--- src/icc_regs.svh ---
// register offsets, field positions, reset values and timing counts of the bus control slice
`ifndef ICC_REGS_SVH
`define ICC_REGS_SVH

// ---------------------------------------------------------------
// register offsets (2-bit word address)
// ---------------------------------------------------------------
`define ICC_OFS_COND        2'h0
`define ICC_OFS_XMODE       2'h1
`define ICC_OFS_IRQEN       2'h2
`define ICC_OFS_OPMODE      2'h3

// ---------------------------------------------------------------
// bus_condition_ctrl fields
// ---------------------------------------------------------------
`define ICC_COND_BUSY       7
`define ICC_COND_INHIBIT    6
`define ICC_COND_SDA_VAL    5
`define ICC_COND_SDA_GUARD  4
`define ICC_COND_SCL_MON    3
`define ICC_COND_CTRL_RST   1

// ---------------------------------------------------------------
// transfer_mode fields
// ---------------------------------------------------------------
`define ICC_XM_ORDER        7
`define ICC_XM_WAIT         6
`define ICC_XM_CNT_GUARD    3
`define ICC_XM_CNT_HI       2

// ---------------------------------------------------------------
// irq_enable fields
// ---------------------------------------------------------------
`define ICC_IE_TX_EMPTY     7
`define ICC_IE_TX_END       6
`define ICC_IE_RX_FULL      5
`define ICC_IE_NACK         4

// ---------------------------------------------------------------
// op_mode fields
// ---------------------------------------------------------------
`define ICC_OM_SYNC_FMT     7
`define ICC_OM_MASTER       5
`define ICC_OM_TRANSMIT     4

// ---------------------------------------------------------------
// reset values
// ---------------------------------------------------------------
`define ICC_RST_IRQEN       8'h00
`define ICC_RST_OPMODE      8'h00
`define ICC_RST_COUNT       3'h0
`define ICC_RST_SDA_VAL     1'b1

// ---------------------------------------------------------------
// timing
// ---------------------------------------------------------------
`define ICC_CLK_NS          4
`define ICC_SCL_HALF_NS     2000
`define ICC_SCL_HALF_CYC    ((`ICC_SCL_HALF_NS + `ICC_CLK_NS - 1) / `ICC_CLK_NS)
`define ICC_WAIT_HALVES     2'h3

`endif
--- src/icc_pkg.sv ---
// types shared by the bus control slice
package icc_pkg;

  // engine states
  typedef enum logic [3:0] {
    ST_IDLE  = 4'h0,
    ST_STA_A = 4'h1,
    ST_STA_B = 4'h2,
    ST_HOLD  = 4'h3,
    ST_BIT_L = 4'h4,
    ST_BIT_H = 4'h5,
    ST_WAIT  = 4'h6,
    ST_RS_A  = 4'h7,
    ST_RS_B  = 4'h8,
    ST_STO_A = 4'h9,
    ST_STO_B = 4'ha,
    ST_SLAVE = 4'hb
  } icc_state_e;

  // status flags kept by the status logic outside this slice
  typedef struct packed {
    logic tx_empty_flag;
    logic tx_end_flag;
    logic rx_full_flag;
    logic nack_flag;
    logic arb_lost_flag;
    logic rx_lost_data_flag;
  } icc_flags_s;

  // interrupt request levels
  typedef struct packed {
    logic tx_empty_irq;
    logic tx_end_irq;
    logic rx_full_irq;
    logic overrun_irq;
    logic nack_irq;
  } icc_irq_s;

endpackage

--- src/icc_ctrl.sv ---
// condition, bit count and interrupt control slice of a two-wire serial interface
//
// How it works
// - in bus format a falling data line with clock high sets busy
// - in bus format a rising data line with clock high clears busy
// - master write busy=1 with inhibit=0 issues a start or repeated start
// - master write busy=0 with inhibit=0 issues a stop
// - in synchronous format the busy flag does nothing
// - start/stop inhibit reads 1, reset 1, writing 1 stores nothing
// - data line value changes only when its guard is written 0; guard reads 1
// - data value reads the driven level; 0 drives low, 1 releases
// - a read-only bit shows the clock line output level
// - control reset bit resets the engine, not registers
// - bit order 0 is msb first, 1 lsb first; keep 0 in bus format
// - bus master with wait holds clock low two transfer clocks before ack
// - wait setting ignored as slave and in synchronous format
// - counter sets next transfer length and reads the bits still remaining
// - bus 000=9, 001..111=2..8 bits; sync 000=8, 001..111=1..7 bits
// - counter returns to 000 at the end of each transfer
// - tx empty request is tx empty flag and its enable
// - tx end request follows tx end flag and its enable
// - rx full request on flag and enable; sync format also raises overrun
// - nack request on nack or arbitration lost; sync overrun also via it
// - master and transmit select pick slave rx/tx, master rx/tx
//
// The plain strobed port and the placing of the registers were chosen for this implementation.
`timescale 1ns/1ps
`default_nettype none
`include "icc_regs.svh"

module icc_ctrl
  import icc_pkg::*;
#(
  parameter int HALF_CYC = `ICC_SCL_HALF_CYC
) (
  // clock and reset
  input  wire logic       mclk,
  input  wire logic       reset_n,
  // register port
  input  wire logic [1:0] reg_addr,
  input  wire logic [7:0] reg_wdata,
  input  wire logic       reg_wr,
  input  wire logic       reg_rd,
  output var  logic [7:0] reg_rdata,
  // data path
  input  wire logic       xfer_go,
  input  wire logic [7:0] tx_byte,
  output var  logic [7:0] rx_byte,
  output var  logic       xfer_done,
  input  wire icc_flags_s flags,
  output var  icc_irq_s   irq,
  // serial pins
  input  wire logic       scl_i,
  output var  logic       scl_o,
  output var  logic       scl_oe,
  input  wire logic       sda_i,
  output var  logic       sda_o,
  output var  logic       sda_oe
);

  // ---------------------------------------------------------------
  // helper functions
  // ---------------------------------------------------------------
  // counter field to total bits of the transfer
  function automatic logic [3:0] count_total(input logic sync, input logic [2:0] f);
    logic [3:0] t;
    t = {1'b0, f};
    if (sync) begin
      count_total = (f == 3'h0) ? 4'h8 : t;
    end else begin
      count_total = (f == 3'h0) ? 4'h9 : t + 4'h1;
    end
  endfunction

  // remaining bits back to the counter field encoding
  function automatic logic [2:0] count_field(input logic sync, input logic [3:0] n);
    logic [3:0] m;
    m = n - 4'h1;
    count_field = sync ? n[2:0] : m[2:0];
  endfunction

  // ---------------------------------------------------------------
  // registers and state
  // ---------------------------------------------------------------
  icc_state_e  state;
  icc_state_e  next_state;
  logic [2:0]  scl_sy;
  logic [2:0]  sda_sy;
  logic        scl_f;
  logic        sda_f;
  logic        scl_prev;
  logic        sda_prev;
  logic        busy;
  logic        sda_val;
  logic        ctrl_rst;
  logic        bit_order;
  logic        wait_en;
  logic [2:0]  count;
  logic [7:0]  irq_en;
  logic [7:0]  op_mode;
  logic        start_pend;
  logic        stop_pend;
  logic [15:0] div;
  logic [1:0]  wcnt;
  logic [3:0]  left;
  logic [7:0]  sh;

  // ---------------------------------------------------------------
  // decoding
  // ---------------------------------------------------------------
  wire       sync_fmt  = op_mode[`ICC_OM_SYNC_FMT];
  wire       master    = op_mode[`ICC_OM_MASTER];
  wire       transmit  = op_mode[`ICC_OM_TRANSMIT];
  wire       wr_cond   = reg_wr && (reg_addr == `ICC_OFS_COND);
  wire       wr_xmode  = reg_wr && (reg_addr == `ICC_OFS_XMODE);
  wire       wr_irqen  = reg_wr && (reg_addr == `ICC_OFS_IRQEN);
  wire       wr_opmode = reg_wr && (reg_addr == `ICC_OFS_OPMODE);
  // a condition request needs inhibit written 0, master mode and bus format
  wire       cond_req  = wr_cond && !reg_wdata[`ICC_COND_INHIBIT] && master && !sync_fmt;
  wire       start_wr  = cond_req && reg_wdata[`ICC_COND_BUSY];
  wire       stop_wr   = cond_req && !reg_wdata[`ICC_COND_BUSY];
  wire       sda_wr    = wr_cond && !reg_wdata[`ICC_COND_SDA_GUARD];
  wire       cnt_wr    = wr_xmode && !reg_wdata[`ICC_XM_CNT_GUARD];
  // the first stage of each synchroniser is read only by the second
  wire       scl_agree = (scl_sy[1] == scl_sy[2]);
  wire       sda_agree = (sda_sy[1] == sda_sy[2]);
  wire       start_det = scl_f && sda_prev && !sda_f;
  wire       stop_det  = scl_f && !sda_prev && sda_f;
  wire       scl_rise  = scl_f && !scl_prev;
  wire       tick      = (div == 16'h0);
  wire       in_xfer   = (state == ST_BIT_L) || (state == ST_BIT_H) ||
                         (state == ST_WAIT) || (state == ST_SLAVE);
  wire       is_ack    = !sync_fmt && (left == 4'h1);
  wire       cur_bit   = bit_order ? sh[0] : sh[7];
  // wait only for a bus format master, after the last data bit
  wire       use_wait  = wait_en && master && !sync_fmt;
  wire       bit_edge  = ((state == ST_BIT_H) && tick && scl_f) ||
                         ((state == ST_SLAVE) && scl_rise && (left != 4'h0));
  wire [3:0] left_dec  = left - 4'h1;
  wire       last_bit  = bit_edge && (left == 4'h1);
  wire [7:0] next_sh   = bit_order ? {sda_f, sh[7:1]} : {sh[6:0], sda_f};
  wire [2:0] cnt_read  = in_xfer ? count_field(sync_fmt, left) : count;
  wire       div_load  = tick || (state != next_state) ||
                         ((state == ST_BIT_H) && !scl_f);

  // data line level wanted by the engine during a bit
  logic bit_level;
  assign bit_level = is_ack ? transmit : (transmit ? cur_bit : 1'b1);

  // engine drive levels, 1 means released
  logic scl_eng;
  logic sda_eng;
  always_comb begin
    scl_eng = 1'b1;
    sda_eng = 1'b1;
    case (state)
      ST_STA_A: sda_eng = 1'b0;
      ST_STA_B: begin
        scl_eng = 1'b0;
        sda_eng = 1'b0;
      end
      ST_HOLD:  scl_eng = 1'b0;
      ST_BIT_L: begin
        scl_eng = 1'b0;
        sda_eng = bit_level;
      end
      ST_BIT_H: sda_eng = bit_level;
      ST_WAIT: begin
        scl_eng = 1'b0;
        sda_eng = bit_level;
      end
      ST_RS_A:  scl_eng = 1'b0;
      ST_STO_A: begin
        scl_eng = 1'b0;
        sda_eng = 1'b0;
      end
      ST_STO_B: sda_eng = 1'b0;
      ST_SLAVE: sda_eng = bit_level;
      default: begin
        scl_eng = 1'b1;
        sda_eng = 1'b1;
      end
    endcase
  end

  // ---------------------------------------------------------------
  // engine next state
  // ---------------------------------------------------------------
  // the manual data value is and-ed in at the pin, so the engine never has to know it
  always_comb begin
    next_state = state;
    case (state)
      ST_IDLE: begin
        if (start_pend) begin
          next_state = ST_STA_A;
        end else if (xfer_go) begin
          next_state = master ? ST_BIT_L : ST_SLAVE;
        end
      end
      ST_STA_A: if (tick) next_state = ST_STA_B;
      ST_STA_B: if (tick) next_state = ST_HOLD;
      ST_HOLD: begin
        if (start_pend) begin
          next_state = ST_RS_A;
        end else if (stop_pend) begin
          next_state = ST_STO_A;
        end else if (xfer_go) begin
          next_state = ST_BIT_L;
        end
      end
      ST_BIT_L: if (tick) next_state = ST_BIT_H;
      ST_BIT_H: begin
        if (bit_edge) begin
          if (left == 4'h1) begin
            next_state = sync_fmt ? ST_IDLE : ST_HOLD;
          end else if (use_wait && (left == 4'h2)) begin
            next_state = ST_WAIT;
          end else begin
            next_state = ST_BIT_L;
          end
        end
      end
      ST_WAIT:  if (tick && (wcnt == `ICC_WAIT_HALVES)) next_state = ST_BIT_L;
      ST_RS_A:  if (tick) next_state = ST_RS_B;
      ST_RS_B:  if (tick) next_state = ST_STA_A;
      ST_STO_A: if (tick) next_state = ST_STO_B;
      ST_STO_B: if (tick) next_state = ST_IDLE;
      ST_SLAVE: if (last_bit) next_state = ST_IDLE;
      default:  next_state = ST_IDLE;
    endcase
    if (ctrl_rst) begin
      next_state = ST_IDLE;
    end
  end

  // ---------------------------------------------------------------
  // pin synchronisers and filtered levels
  // ---------------------------------------------------------------
  // a change counts only once stages two and three agree, which rejects one-cycle glitches
  always_ff @(posedge mclk or negedge reset_n) begin
    if (!reset_n) begin
      scl_sy   <= 3'h7;
      sda_sy   <= 3'h7;
      scl_f    <= 1'b1;
      sda_f    <= 1'b1;
      scl_prev <= 1'b1;
      sda_prev <= 1'b1;
    end else begin
      scl_sy   <= {scl_sy[1:0], scl_i};
      sda_sy   <= {sda_sy[1:0], sda_i};
      scl_f    <= scl_agree ? scl_sy[2] : scl_f;
      sda_f    <= sda_agree ? sda_sy[2] : sda_f;
      scl_prev <= scl_f;
      sda_prev <= sda_f;
    end
  end

  // bus busy follows observed conditions; it has no meaning in synchronous format
  always_ff @(posedge mclk or negedge reset_n) begin
    if (!reset_n) begin
      busy <= 1'b0;
    end else if (sync_fmt) begin
      busy <= 1'b0;
    end else if (start_det) begin
      busy <= 1'b1;
    end else if (stop_det) begin
      busy <= 1'b0;
    end
  end

  // ---------------------------------------------------------------
  // software registers
  // ---------------------------------------------------------------
  // control reset leaves all of these alone
  always_ff @(posedge mclk or negedge reset_n) begin
    if (!reset_n) begin
      sda_val   <= `ICC_RST_SDA_VAL;
      ctrl_rst  <= 1'b0;
      bit_order <= 1'b0;
      wait_en   <= 1'b0;
      irq_en    <= `ICC_RST_IRQEN;
      op_mode   <= `ICC_RST_OPMODE;
    end else begin
      if (sda_wr) sda_val <= reg_wdata[`ICC_COND_SDA_VAL];
      if (wr_cond) ctrl_rst <= reg_wdata[`ICC_COND_CTRL_RST];
      if (wr_xmode) bit_order <= reg_wdata[`ICC_XM_ORDER];
      if (wr_xmode) wait_en <= reg_wdata[`ICC_XM_WAIT];
      if (wr_irqen) irq_en <= reg_wdata;
      if (wr_opmode) op_mode <= reg_wdata;
    end
  end

  // bit counter: a guarded write wins over the end-of-transfer clear
  always_ff @(posedge mclk or negedge reset_n) begin
    if (!reset_n) begin
      count <= `ICC_RST_COUNT;
    end else if (cnt_wr) begin
      count <= reg_wdata[`ICC_XM_CNT_HI:0];
    end else if (last_bit) begin
      count <= 3'h0;
    end
  end

  // pending conditions; a new write wins over the engine taking the old one
  always_ff @(posedge mclk or negedge reset_n) begin
    if (!reset_n) begin
      start_pend <= 1'b0;
      stop_pend  <= 1'b0;
    end else if (start_wr || stop_wr) begin
      start_pend <= start_wr;
      stop_pend  <= stop_wr;
    end else if (ctrl_rst || sync_fmt) begin
      start_pend <= 1'b0;
      stop_pend  <= 1'b0;
    end else begin
      if (next_state == ST_STA_A || next_state == ST_RS_A) start_pend <= 1'b0;
      if (next_state == ST_STO_A) stop_pend <= 1'b0;
    end
  end

  // ---------------------------------------------------------------
  // engine registers
  // ---------------------------------------------------------------
  // the half period restarts on each state change, and while a slave stretches the clock
  always_ff @(posedge mclk or negedge reset_n) begin
    if (!reset_n) begin
      state <= ST_IDLE;
      div   <= 16'h0;
      wcnt  <= 2'h0;
    end else begin
      state <= next_state;
      div   <= div_load ? 16'(HALF_CYC - 1) : div - 16'h1;
      wcnt  <= (state != ST_WAIT) ? 2'h0 : (tick ? wcnt + 2'h1 : wcnt);
    end
  end

  // bit counting and shifting; the acknowledge bit is counted but not shifted
  always_ff @(posedge mclk or negedge reset_n) begin
    if (!reset_n) begin
      left      <= 4'h0;
      sh        <= 8'h00;
      rx_byte   <= 8'h00;
      xfer_done <= 1'b0;
    end else begin
      xfer_done <= last_bit;
      if (ctrl_rst) begin
        left <= 4'h0;
      end else if (xfer_go && (state == ST_IDLE || state == ST_HOLD)) begin
        left <= count_total(sync_fmt, count);
        sh   <= tx_byte;
      end else if (bit_edge) begin
        left <= left_dec;
        if (!is_ack) sh <= next_sh;
        if (last_bit) rx_byte <= is_ack ? sh : next_sh;
      end
    end
  end

  // ---------------------------------------------------------------
  // pins and read data
  // ---------------------------------------------------------------
  // pins only ever pull low; the high level comes from the pull-ups
  always_ff @(posedge mclk or negedge reset_n) begin
    if (!reset_n) begin
      scl_o  <= 1'b0;
      sda_o  <= 1'b0;
      scl_oe <= 1'b0;
      sda_oe <= 1'b0;
    end else begin
      scl_o  <= 1'b0;
      sda_o  <= 1'b0;
      scl_oe <= !scl_eng;
      sda_oe <= !(sda_eng && sda_val);
    end
  end

  // register read data, one cycle after the read strobe
  always_ff @(posedge mclk or negedge reset_n) begin
    if (!reset_n) begin
      reg_rdata <= 8'h00;
    end else if (reg_rd) begin
      case (reg_addr)
        // inhibit, guard and reserved bits read 1; levels are the driven ones
        `ICC_OFS_COND: reg_rdata <= {busy, 1'b1, !sda_oe, 1'b1, !scl_oe, 1'b1,
                                     ctrl_rst, 1'b1};
        `ICC_OFS_XMODE: reg_rdata <= {bit_order, wait_en, 2'b11, 1'b1, cnt_read};
        `ICC_OFS_IRQEN: reg_rdata <= irq_en;
        default: reg_rdata <= op_mode;
      endcase
    end else begin
      reg_rdata <= 8'h00;
    end
  end

  // ---------------------------------------------------------------
  // interrupt requests
  // ---------------------------------------------------------------
  // plain levels: the flags' owners clear them, so nothing here is sticky
  always_ff @(posedge mclk or negedge reset_n) begin
    if (!reset_n) begin
      irq <= '0;
    end else begin
      irq.tx_empty_irq <= flags.tx_empty_flag && irq_en[`ICC_IE_TX_EMPTY];
      irq.tx_end_irq   <= flags.tx_end_flag && irq_en[`ICC_IE_TX_END];
      irq.rx_full_irq  <= flags.rx_full_flag && irq_en[`ICC_IE_RX_FULL];
      irq.overrun_irq  <= sync_fmt &&
                          ((flags.rx_full_flag && irq_en[`ICC_IE_RX_FULL]) ||
                           (flags.rx_lost_data_flag && irq_en[`ICC_IE_NACK]));
      irq.nack_irq     <= (flags.nack_flag || flags.arb_lost_flag) &&
                          irq_en[`ICC_IE_NACK];
    end
  end

endmodule
`default_nettype wire

--- config.mk ---
export PLATFORM = sky130hd
export DESIGN_NAME = icc_ctrl
export DESIGN_NICKNAME = d
export VERILOG_FILES = /design/src/icc_pkg.sv /design/src/icc_ctrl.sv
export VERILOG_INCLUDE_DIRS = /design/src
export SDC_FILE = /design/constraint.sdc
export NUM_CORES = 1
export LEC_CHECK = 0
export CAP_MARGIN = 40
export CORE_MARGIN = 2
export CORE_UTILIZATION = 50
export CTS_CLUSTER_SIZE = 14
export DETAILED_ROUTE_END_ITERATION = 7
export DONT_BUFFER_PORTS = 1
export PLACE_DENSITY_LB_ADDON = 0.1
export SLEW_MARGIN = 20
export SYNTH_ARGS = -nofsm -noshare
export SYNTH_HDL_FRONTEND = slang
export SYNTH_SLANG_ARGS = --single-unit
--- constraint.sdc ---
create_clock -name mclk -period 2.4 [get_ports mclk]
set_clock_uncertainty 0.15 [all_clocks]
set_input_delay 0.24 -clock mclk [delete_from_list [all_inputs] [get_ports mclk]]
set_output_delay 0.24 -clock mclk [all_outputs]
set_load 0.005 [all_outputs]
## Word level (Yosys, flattened, before mapping)

Cells that the tools add are included.
Widths: inputs -> output; s select.

| storage, ports and cells | value |
|---|---|
| memory bits (writable) | 0 |
| logic and storage cells | 190 |
| output and inout bits | 26 |
| memories | 0 |
| memory bits (read-only) | 0 |
| bits in latches | 0 |
| bits in registers | 94 |
| input port bits | 31 |

| cells by class | value |
|---|---|
| bitwise gates (word level) | 2 |
| reductions and logical operators | 76 |
| $lt $le $gt $ge | 0 |
| multiplexer cells | 53 |
| shift-type cells | 0 |
| $add $sub $neg | 4 |
| multipliers | 0 |
| divide/modulo/power cells | 0 |
| eq/ne operators | 24 |

Operator list:

| cell | number |
|---|---|
| $mux 4 | 23 |
| $pmux 4 s12 | 1 |
| $mux 8 | 5 |
| $logic_and 1x1->1 | 35 |
| $pmux 8 s3 | 1 |
| $eq 4x3->1 const B | 5 |
| $eq 4x4->1 const B | 5 |
| $logic_not 16->1 | 1 |
| $mux 16 | 1 |
| $sub 16x1->16 const B | 1 |
| $mux 3 | 5 |
| $eq 4x1->1 const B | 3 |
| $eq 4x2->1 const B | 3 |
| $logic_not 1->1 | 12 |
| $logic_or 1x1->1 | 12 |
| $mux 1 | 12 |
| $reduce_bool 3->1 | 4 |
| $mux 2 | 4 |
| $reduce_or 4->1 | 2 |
| $eq 2x2->1 const B | 3 |
| $reduce_bool 2->1 | 3 |
| $reduce_or 6->1 | 1 |
| $add 3x1->4 const B | 1 |
| $logic_not 4->1 | 1 |
| 13 further kinds | 15 |

## Longest topological paths before layout

Gate-level depths: netlist of the first run.

| depth | value |
|---|---|
| depth after elaboration | 14 |
| gate-level depth with buffers | 11 |
| depth with buffers taken out | 9 |

## Worst setup path before layout of the first run

Ideal clock, no wire load.

| path | value |
|---|---|
| path kind | flip-flop to flip-flop |
| start point | reg left[1] |
| end point | reg div[11] |
| buffers on the path | 1 |
| cell stages (with the launch flop) | 10 |
| library setup time | 119 ps |
| arrival time | 2214 ps |
| slack | -83 ps |
| data required time | 2131 ps |
| clock period less this slack | 2483 ps |
| cell sequence | dfrtp_1 -> inv_1 -> ha_1 -> or3b_4 -> o31a_1 -> or4_1 -> o211ai_2 -> nand2b_2 -> buf_6 -> nor2_2 |

| on the way | value |
|---|---|
| word-level cells in the longest chain between the ends | 11 |
| elaborated cells on any way between the ends | 17 |
| classes of those cells | eq/ne (3); mux (7); reduce/logical (7) |

Ends and longest elaborated chain:

| element | line | text |
|---|---|---|
| start: declaration | icc_ctrl.sv:105 | `logic [3:0] left;` |
| start signal: assignment | icc_ctrl.sv:349 | `left <= count_total(sync_fmt, count);` |
| start signal: assignment | icc_ctrl.sv:352 | `left <= left_dec;` |
| $eq 4x2->1 or $reduce_bool 4->1 (tied branches) | icc_ctrl.sv:216, icc_ctrl.sv:138 |  |
| $logic_and 1x1->1 (on tied branches) | icc_ctrl.sv:216, icc_ctrl.sv:138 |  |
| $mux 2 or $logic_or 1x1->1 (tied branches) | icc_ctrl.sv:216, icc_ctrl.sv:137 |  |
| $mux 3 or $logic_and 1x1->1 (tied branches) | icc_ctrl.sv:214, icc_ctrl.sv:140 |  |
| $mux 4 (on tied branches) | icc_ctrl.sv:213, icc_ctrl.sv:228 |  |
| $pmux 4 s12 (*) | icc_ctrl.sv:192 | `case (state)` |
| $mux 4 (*) | icc_ctrl.sv:231 | `if (ctrl_rst) begin` |
| $ne 4x4->1 (*) | icc_ctrl.sv:143 | `wire div_load = tick \|\| (state != next_state) \|\|` |
| $logic_or 1x1->1 (*) (2 in series) | icc_ctrl.sv:143 |  |
| $mux 16 (*) | icc_ctrl.sv:332 | `div <= div_load ? 16'(HALF_CYC - 1) : div - 16'h1;` |
| end signal: assignment | icc_ctrl.sv:332 |  |
| end: declaration | icc_ctrl.sv:103 | `logic [15:0] div;` |

Every way passes the cells marked *; elsewhere a longest branch is shown, timed or not.
A chain may end at the register's enable or synchronous reset.

## Worst setup path after layout of the first run

| path | value |
|---|---|
| start point | reg left[1] |
| end point | reg div[0] |

The elaborated chain is that of the path after synthesis.

==> results of run 1 <==
[layer usage]
metal	track usage	wire (um)	part of all wire
met5	0	0	0
met4	0.06950	157	0.013
met3	0.04073	432	0.036
met2	0.3844	5907	0.49
met1	0.3031	5560	0.46
[area by class of cell]
| class | instances | area [um2] | area share |
|---|---|---|---|
| clock buffers | 14 | 173.9 | 0.02796 |
| well taps | 133 | 166.4 | 0.02676 |
| clock inverters | 2 | 38.79 | 0.006236 |
| flip-flops and latches | 94 | 2371 | 0.3812 |
| multi-input cells | 357 | 2620 | 0.4212 |
| repair buffers | 91 | 793.3 | 0.1275 |
| inverters | 15 | 56.30 | 0.009052 |
[kinds of logic after synthesis]
logic type,synth area share
flip-flops,0.4733
AO/OA/AOI/OAI,0.1442
buffers and inverters,0.03679
adder cells (fa/ha/maj),0.02153
XOR/XNOR,0.03855
multiplexers,0.08160
AND/OR/NAND/NOR,0.2033
other,0.0007502
[registers in the layout, indices dropped and copies added (netlist names), 2 cells and up]
signal / flops
count: 3
div: 16
irq: 5
irq_en: 8
left: 4
op_mode: 8
reg_rdata: 8
rx_byte: 8
scl_sy: 3
sda_sy: 3
sh: 8
state: 4
wcnt: 2
[cell usage after synthesis (3+ instances only)]
| library cell | n |
|---|---|
| sky130_fd_sc_hd__nor2_2 | 7 |
| sky130_fd_sc_hd__o21ai_1 | 10 |
| sky130_fd_sc_hd__o211ai_1 | 4 |
| sky130_fd_sc_hd__mux2i_1 | 16 |
| sky130_fd_sc_hd__or4_1 | 4 |
| sky130_fd_sc_hd__xnor2_1 | 16 |
| sky130_fd_sc_hd__nor4_1 | 5 |
| sky130_fd_sc_hd__nand3_1 | 3 |
| sky130_fd_sc_hd__a211oi_1 | 4 |
| sky130_fd_sc_hd__clkbuf_1 | 11 |
| sky130_fd_sc_hd__dfstp_2 | 11 |
| sky130_fd_sc_hd__ha_1 | 7 |
| sky130_fd_sc_hd__buf_2 | 9 |
| sky130_fd_sc_hd__nand2_1 | 45 |
| sky130_fd_sc_hd__xor2_1 | 6 |
| sky130_fd_sc_hd__nor2b_1 | 5 |
| sky130_fd_sc_hd__a31oi_1 | 3 |
| sky130_fd_sc_hd__and2_1 | 8 |
| sky130_fd_sc_hd__o21ai_0 | 19 |
| sky130_fd_sc_hd__nor2_1 | 49 |
| sky130_fd_sc_hd__nor3_1 | 7 |
| sky130_fd_sc_hd__inv_1 | 15 |
| sky130_fd_sc_hd__nand2b_1 | 12 |
| sky130_fd_sc_hd__a21oi_1 | 28 |
| sky130_fd_sc_hd__dfrtp_1 | 83 |
| sky130_fd_sc_hd__a311oi_1 | 3 |
| sky130_fd_sc_hd__o31ai_1 | 6 |
| sky130_fd_sc_hd__nor3b_2 | 3 |
| sky130_fd_sc_hd__mux2_2 | 18 |
| sky130_fd_sc_hd__nand3b_1 | 4 |
[power by group through the flow]
stage                     logic (mW)  registers [mW]  clock network [mW]
after floorplan                 1.75            2.07                   0
after global placement          2.25            2.20                   0
after detailed placement        2.28            2.20                   0
after CTS                       2.45            2.18                1.17
after global routing            2.93            2.23                1.24
final                           2.67            2.19                1.14
[layout by cell type, fill, tap and decap left out, types with 4 or more instances in the layout]
cell type | Yosys | layout
sky130_fd_sc_hd__dfrtp_1 | 83 | 79
sky130_fd_sc_hd__buf_4 | 2 | 54
sky130_fd_sc_hd__nor2_1 | 49 | 48
sky130_fd_sc_hd__nand2_1 | 45 | 45
sky130_fd_sc_hd__dlygate4sd3_1 | 0 | 32
sky130_fd_sc_hd__a21oi_1 | 28 | 28
sky130_fd_sc_hd__o21ai_0 | 19 | 19
sky130_fd_sc_hd__mux2_2 | 18 | 18
sky130_fd_sc_hd__xnor2_1 | 16 | 16
sky130_fd_sc_hd__mux2i_1 | 16 | 16
sky130_fd_sc_hd__inv_1 | 15 | 14
sky130_fd_sc_hd__nand2b_1 | 12 | 12
sky130_fd_sc_hd__dfstp_2 | 11 | 11
sky130_fd_sc_hd__clkbuf_8 | 0 | 10
sky130_fd_sc_hd__and2_1 | 8 | 8
sky130_fd_sc_hd__nor2_2 | 7 | 8
sky130_fd_sc_hd__o21ai_1 | 10 | 8
sky130_fd_sc_hd__nor3_1 | 7 | 7
sky130_fd_sc_hd__xor2_1 | 6 | 6
sky130_fd_sc_hd__nor2b_1 | 5 | 5
sky130_fd_sc_hd__o211ai_1 | 4 | 4
sky130_fd_sc_hd__nor4_1 | 5 | 4
sky130_fd_sc_hd__nand3b_1 | 4 | 4
sky130_fd_sc_hd__a211oi_1 | 4 | 4
sky130_fd_sc_hd__ha_1 | 7 | 4
sky130_fd_sc_hd__dfrtp_2 | 0 | 4
[worst min path at each step]
stage	to	slack, ps
2_1_floorplan	bit_order$_DFFE_PN0P_	-210
3_3_place_gp	irq_en[3]$_DFFE_PN0P_	-200
3_5_place_dp	irq_en[3]$_DFFE_PN0P_	-200
4_1_cts	bit_order$_DFFE_PN0P_	-610
5_1_grt	left[3]$_DFFE_PN0P_	-610
6_report	start_pend$_DFFE_PN0P_	-590
[critical path: cells and delay by family (launching register included)]
| family | cells | cell delay [ps] |
|---|---|---|
| adder cells (fa/ha/maj) | 1 | 120 |
| buffers and inverters | 1 | 80 |
| flip-flops | 1 | 400 |
| AND/OR/NAND/NOR | 4 | 950 |
| AO/OA/AOI/OAI | 3 | 590 |
[per-stage QoR]
stage / TNS, ps / instance area [um2] / total power, mW
3_5_place_dp: -1155 / 5436 / 4.482
5_1_grt: -923.6 / 6220 / 6.392
6_report: 0 / 6220 / 6.000
4_1_cts: -39.56 / 6033 / 5.814
2_1_floorplan: 0 / 5024 / 3.821
3_3_place_gp: -279.8 / 5436 / 4.448
[what timing repair did]
item / 4_1_cts / 5_1_grt
cloned: 1 / 0
hold endpoints to repair: 140 / 95
hold buffers: 31 / 1
setup endpoints to repair: 19 / 39
setup buffers: 2 / 10
pin swaps: 13 / 7
resized for setup: 12 / 21
==> impl_metrics.toml, run 1 <==
[placed_design]
io_buffers = 0
gp_routability_congestion = 0.8712
dp_worst_setup_slack_ps = -102.4
dp.cells = 645
post-dp-hpwl_um = 7833

[setup_path]
critical_path_cell_with_the_highest_stage_delay = "sky130_fd_sc_hd__dfrtp_1"
top_fanout_value_on_the_critical_path = 7
data_required_time_of_the_worst_path_ps = 2510
worstReg2RegEnd = "div[0]$_DFF_PN0_"
critical_path.startpoint_type = "flip-flop"
cp_slowest_stage_delay_ps = 400
critical_path.endpoint_type = "flip-flop"
worstRegToRegCells = 9
crit-reg2reg-launch = "left[1]$_DFFE_PN0P_"
cp-startpoint = "left[1]$_DFFE_PN0P_"
timing.critical_path.to = "div[0]$_DFF_PN0_"
worst-r2r-setup-slack_ps = 7
crit_path_cell_trace = "inv_2 -> ha_4 -> or3b_4 -> o311ai_4 -> a31o_4 -> a311oi_4 -> nor3_4 -> and2b_4 -> nand2_1"
critPathKind = "reg2reg"
arrival_ps = 2500

[synthesis]
post-synth-top-area-cell = "sky130_fd_sc_hd__dfrtp_1"
synth.area.top_cells = "sky130_fd_sc_hd__dfrtp_1 42%, sky130_fd_sc_hd__dfstp_2 5.8%, sky130_fd_sc_hd__mux2_2 4.1%, sky130_fd_sc_hd__nor2_1 3.7%, sky130_fd_sc_hd__nand2_1 3.4%"
synthDominantCellAreaShare = 0.4155
synth_enable_flop_cells = 0
ys_warn_count = 0
ys_seq_area_frac = 0.4733
post_synth.cell_area_avg_um2 = 10.22
ys.flop_type = "sky130_fd_sc_hd__dfrtp_1"
synth_area_um2 = 4999
number_of_instances_in_the_synthesized_netlist = 489
synth_async_sr_flop_share = 1.000
ys_ff_latch = 94
synth_cell_types = 78

[sta]
finalCriticalPeriod_ps = 2393
maxSlewViolCount = 0
finalHoldViolations = 94
rsz_0062_raised_after_global_routing = "true"
fmax_mhz = 418.0
hold_slack_ps = -590.0
finalSetupViolCount = 0
post-route-period-util = 0.9969
postLayoutSetupSlackWorst_ps = 7.471

[status]
failed_checks = "negative hold slack"
result_of_the_run = "finished, violations left"

[global_routing]
wire_length_of_the_first_global_routing_pass_um = 19950
first_global_vias = 3976
global_route.usage.total = 0.2288
pin_count_of_the_biggest_net_entering_global_routing = 95
global_route.overflow_total = 0
antenna_found_initial = 0

[clock_network]
maximum_count_of_clock_buffers_along_a_single_path = 2
clk_pin_slew_worst_paths_ps = 90
cts_tree = "yes"
cts_num_sinks = 94
clkLatencyLatePin_ps = 370
tritoncts_buffer_count = 9
max_h_tree_level = 3
cts_root_buf = "sky130_fd_sc_hd__clkbuf_8"

[power_and_ir_drop]
share_clk_of_total_power = 0.190
power.density_nw_per_um2 = 964.7
vdd_ir_drop_max_mv = 0.4684
static-leakage-power_nw = 2.628
p_sw_mw = 2.271
p_int_mw = 3.729
power_switching_share = 0.3785
p_comb_frac = 0.445
power.sequential.fraction = 0.365

[drt]
wl_per_cell_um = 17.08
post-route-drc-count = 0
avgViaCountPerCell = 5.531
drt-total-wl_um = 12060
final_antenna_net_count = 0
route.vias.total = 3905
drt_pre_antenna_iters = 5
drt_iter0_drc = 151

[layout]
antennaDiodeCount = 0
area.growth.synth_to_final_pct = 24.43
fill_cells = 805
post-route-util = 0.6393
finish.net_count = 606
layout-drive-gt1-share = 0.2810
final-instance-count-excl-fill = 706

[floorplan]
io_pins = 57
die-height_um = 104.0
fp-row-count = 36
die_area_um2 = 10810
die_width_um = 104.0
initial_utilization = 0.5138
core_um2 = 9729

[min_path]
worst_hold_path_type = "in2async"

[flow_run]
cap_viol_max_count = 0
(Power assumes the default switching activity.)
==> inputs of run 2 (changes only) <==
==> constraint.sdc (replaced) <==
create_clock -name mclk -period 2.4 [get_ports mclk]
set_clock_uncertainty 0.15 [all_clocks]
set_input_delay 0.48 -clock mclk [delete_from_list [all_inputs] [get_ports mclk]]
set_output_delay 0.48 -clock mclk [all_outputs]
set_load 0.005 [all_outputs]
==> impl_metrics.toml, run 2 (synthesis results as in run 1) <==
[setup_path]
crit_path_cell_trace = "inv_2 -> ha_4 -> or3b_4 -> o311ai_4 -> a31o_4 -> a311oi_4 -> nor3_4 -> and2b_4 -> nand2_1"
cp_slowest_stage_delay_ps = 400
critical_path_cell_with_the_highest_stage_delay = "sky130_fd_sc_hd__dfrtp_1"
critical_path.endpoint_type = "flip-flop"
top_fanout_value_on_the_critical_path = 7
worstRegToRegCells = 9
critPathKind = "reg2reg"
data_required_time_of_the_worst_path_ps = 2500
critical_path.startpoint_type = "flip-flop"
arrival_ps = 2490

[drt]
final_antenna_net_count = 0
drt-total-wl_um = 11500
route.vias.total = 3745
post-route-drc-count = 0
drt_pre_antenna_iters = 4
drt_iter0_drc = 139
wl_per_cell_um = 17.00
avgViaCountPerCell = 5.540

[floorplan]
core_um2 = 9729
die_area_um2 = 10810
io_pins = 57
die_width_um = 104.0
initial_utilization = 0.5138
fp-row-count = 36
die-height_um = 104.0

[layout]
final_area_um2 = 5917
area.growth.synth_to_final_pct = 18.37
finish.net_count = 576
max_flop_register = "div"
layout-drive-gt1-share = 0.2947
commonest_non_fill_non_tap_cells_in_the_layout = "79 x sky130_fd_sc_hd__dfrtp_1, 54 x sky130_fd_sc_hd__buf_4, 49 x sky130_fd_sc_hd__nor2_1, 45 x sky130_fd_sc_hd__nand2_1, 28 x sky130_fd_sc_hd__a21oi_1"
antennaDiodeCount = 0
layout_commonest_cell = "sky130_fd_sc_hd__dfrtp_1"
fill_cells = 839
largest_reg_flops = 16

[placed_design]
placement.cell_area_um2 = 5436
io_buffers = 0
gp_routability_congestion = 0.8712
post-dp-hpwl_um = 7833

[sta]
worst_slew_margin_rel = 0.6447
post-route-period-util = 0.9954
fmax_mhz = 418.6
finalCriticalPeriod_ps = 2389
finalHoldViolations = 94
finalSetupViolCount = 0
maxSlewViolCount = 0
hold_slack_ps = -353.8
worstMarginPinSlew_ps = 530.9
rsz_0062_raised_after_global_routing = "true"

[global_routing]
global_route.overflow_total = 0
pin_count_of_the_biggest_net_entering_global_routing = 95
first_global_vias = 3801
global_route.usage.total = 0.2191
wire_length_of_the_first_global_routing_pass_um = 19100
antenna_found_initial = 0

[clock_network]
clkLatencyLatePin_ps = 360
cts_hold_buf = 2
cts_num_sinks = 94
cts_tree = "yes"
max_h_tree_level = 3
tritoncts_buffer_count = 9
cts_root_buf = "sky130_fd_sc_hd__clkbuf_8"
clk_pin_slew_worst_paths_ps = 100
maximum_count_of_clock_buffers_along_a_single_path = 2

[power_and_ir_drop]
vdd_ir_drop_max_mv = 0.4662
power.density_nw_per_um2 = 1002
static-leakage-power_nw = 2.506

[status]
failed_checks = "negative hold slack"
result_of_the_run = "finished, violations left"

[min_path]
worst_hold_path_type = "in2async"

[flow_run]
cap_viol_max_count = 0
-- run 2: layout make-up --
class                   instances  area, um2  share of cell area
clock buffers                  14      173.9             0.02939
clock inverters                 2      38.79            0.006555
inverters                      15      56.30            0.009516
multi-input cells             357       2618              0.4424
flip-flops and latches         94       2371              0.4007
well taps                     133      166.4             0.02812
repair buffers                 61      493.0             0.08332
-- run 2: worst paths after layout --
path	start	to	slack, ps
worst min-delay path	reset_n	start_pend$_DFFE_PN0P_	-350
max in group asynchronous	reset_n	scl_sy[1]$_DFF_PN1_	2240
worst max-delay path	left[1]$_DFFE_PN0P_	div[0]$_DFF_PN0_	10
min in group mclk	reg_addr[0]	reg_rdata[0]$_DFF_PN0_	40
worst min register to register	sda_sy[0]$_DFF_PN1_	sda_sy[1]$_DFF_PN1_	210
worst max register to register	left[1]$_DFFE_PN0P_	div[0]$_DFF_PN0_	10
-- run 2: critical path, delay by kind of cell, from the launching register on --
| family | cells | cell delay (ps) |
|---|---|---|
| buffers and inverters | 1 | 80 |
| and+or+nand+nor | 4 | 950 |
| adders and majority gates | 1 | 120 |
| DFF | 1 | 400 |
| AOI/OAI and AO/OA | 3 | 590 |
-- run 2: report_power, final --
| part | internal, mW | total [mW] | switching [mW] |
|---|---|---|---|
| logic | 1.24 | 2.61 | 1.36 |
| clock network | 0.578 | 1.15 | 0.567 |
| registers | 1.87 | 2.18 | 0.307 |
-- run 2: per-stage QoR --
stage                     utilization  TNS [ps]  total power, mW  instances  setup WS, ps
final                          0.6082         0            5.932        676         10.95
after global placement         0.5588    -279.8            4.448        645        -26.23
after CTS                      0.5903    -39.56            5.765        666        -13.33
after floorplan                     -         0            3.821        490         18.91
after global routing           0.6082    -923.4            6.331        676        -80.14
after detailed placement       0.5588     -1155            4.482        645        -102.4
-- run 2: metal layers --
| layer | routed length (um) | up-vias | track usage | part of all wire |
|---|---|---|---|---|
| met4 | 142 | 0 | 0.07046 | 0.012 |
| met2 | 5505 | 81 | 0.3586 | 0.48 |
| met1 | 5394 | 1835 | 0.2960 | 0.47 |
| li1 | - | 1819 | - | - |
| met3 | 452 | 10 | 0.04010 | 0.039 |
| met5 | 0 | - | 0 | 0 |
-- run 2: what timing repair did --
item / in CTS / in global routing
pin swaps: 13 / 7
buffers inserted: 2 / 10
hold endpoints to repair: 96 / 94
cloned: 1 / 0
resized for setup: 12 / 20
endpoints found under the setup margin: 19 / 39
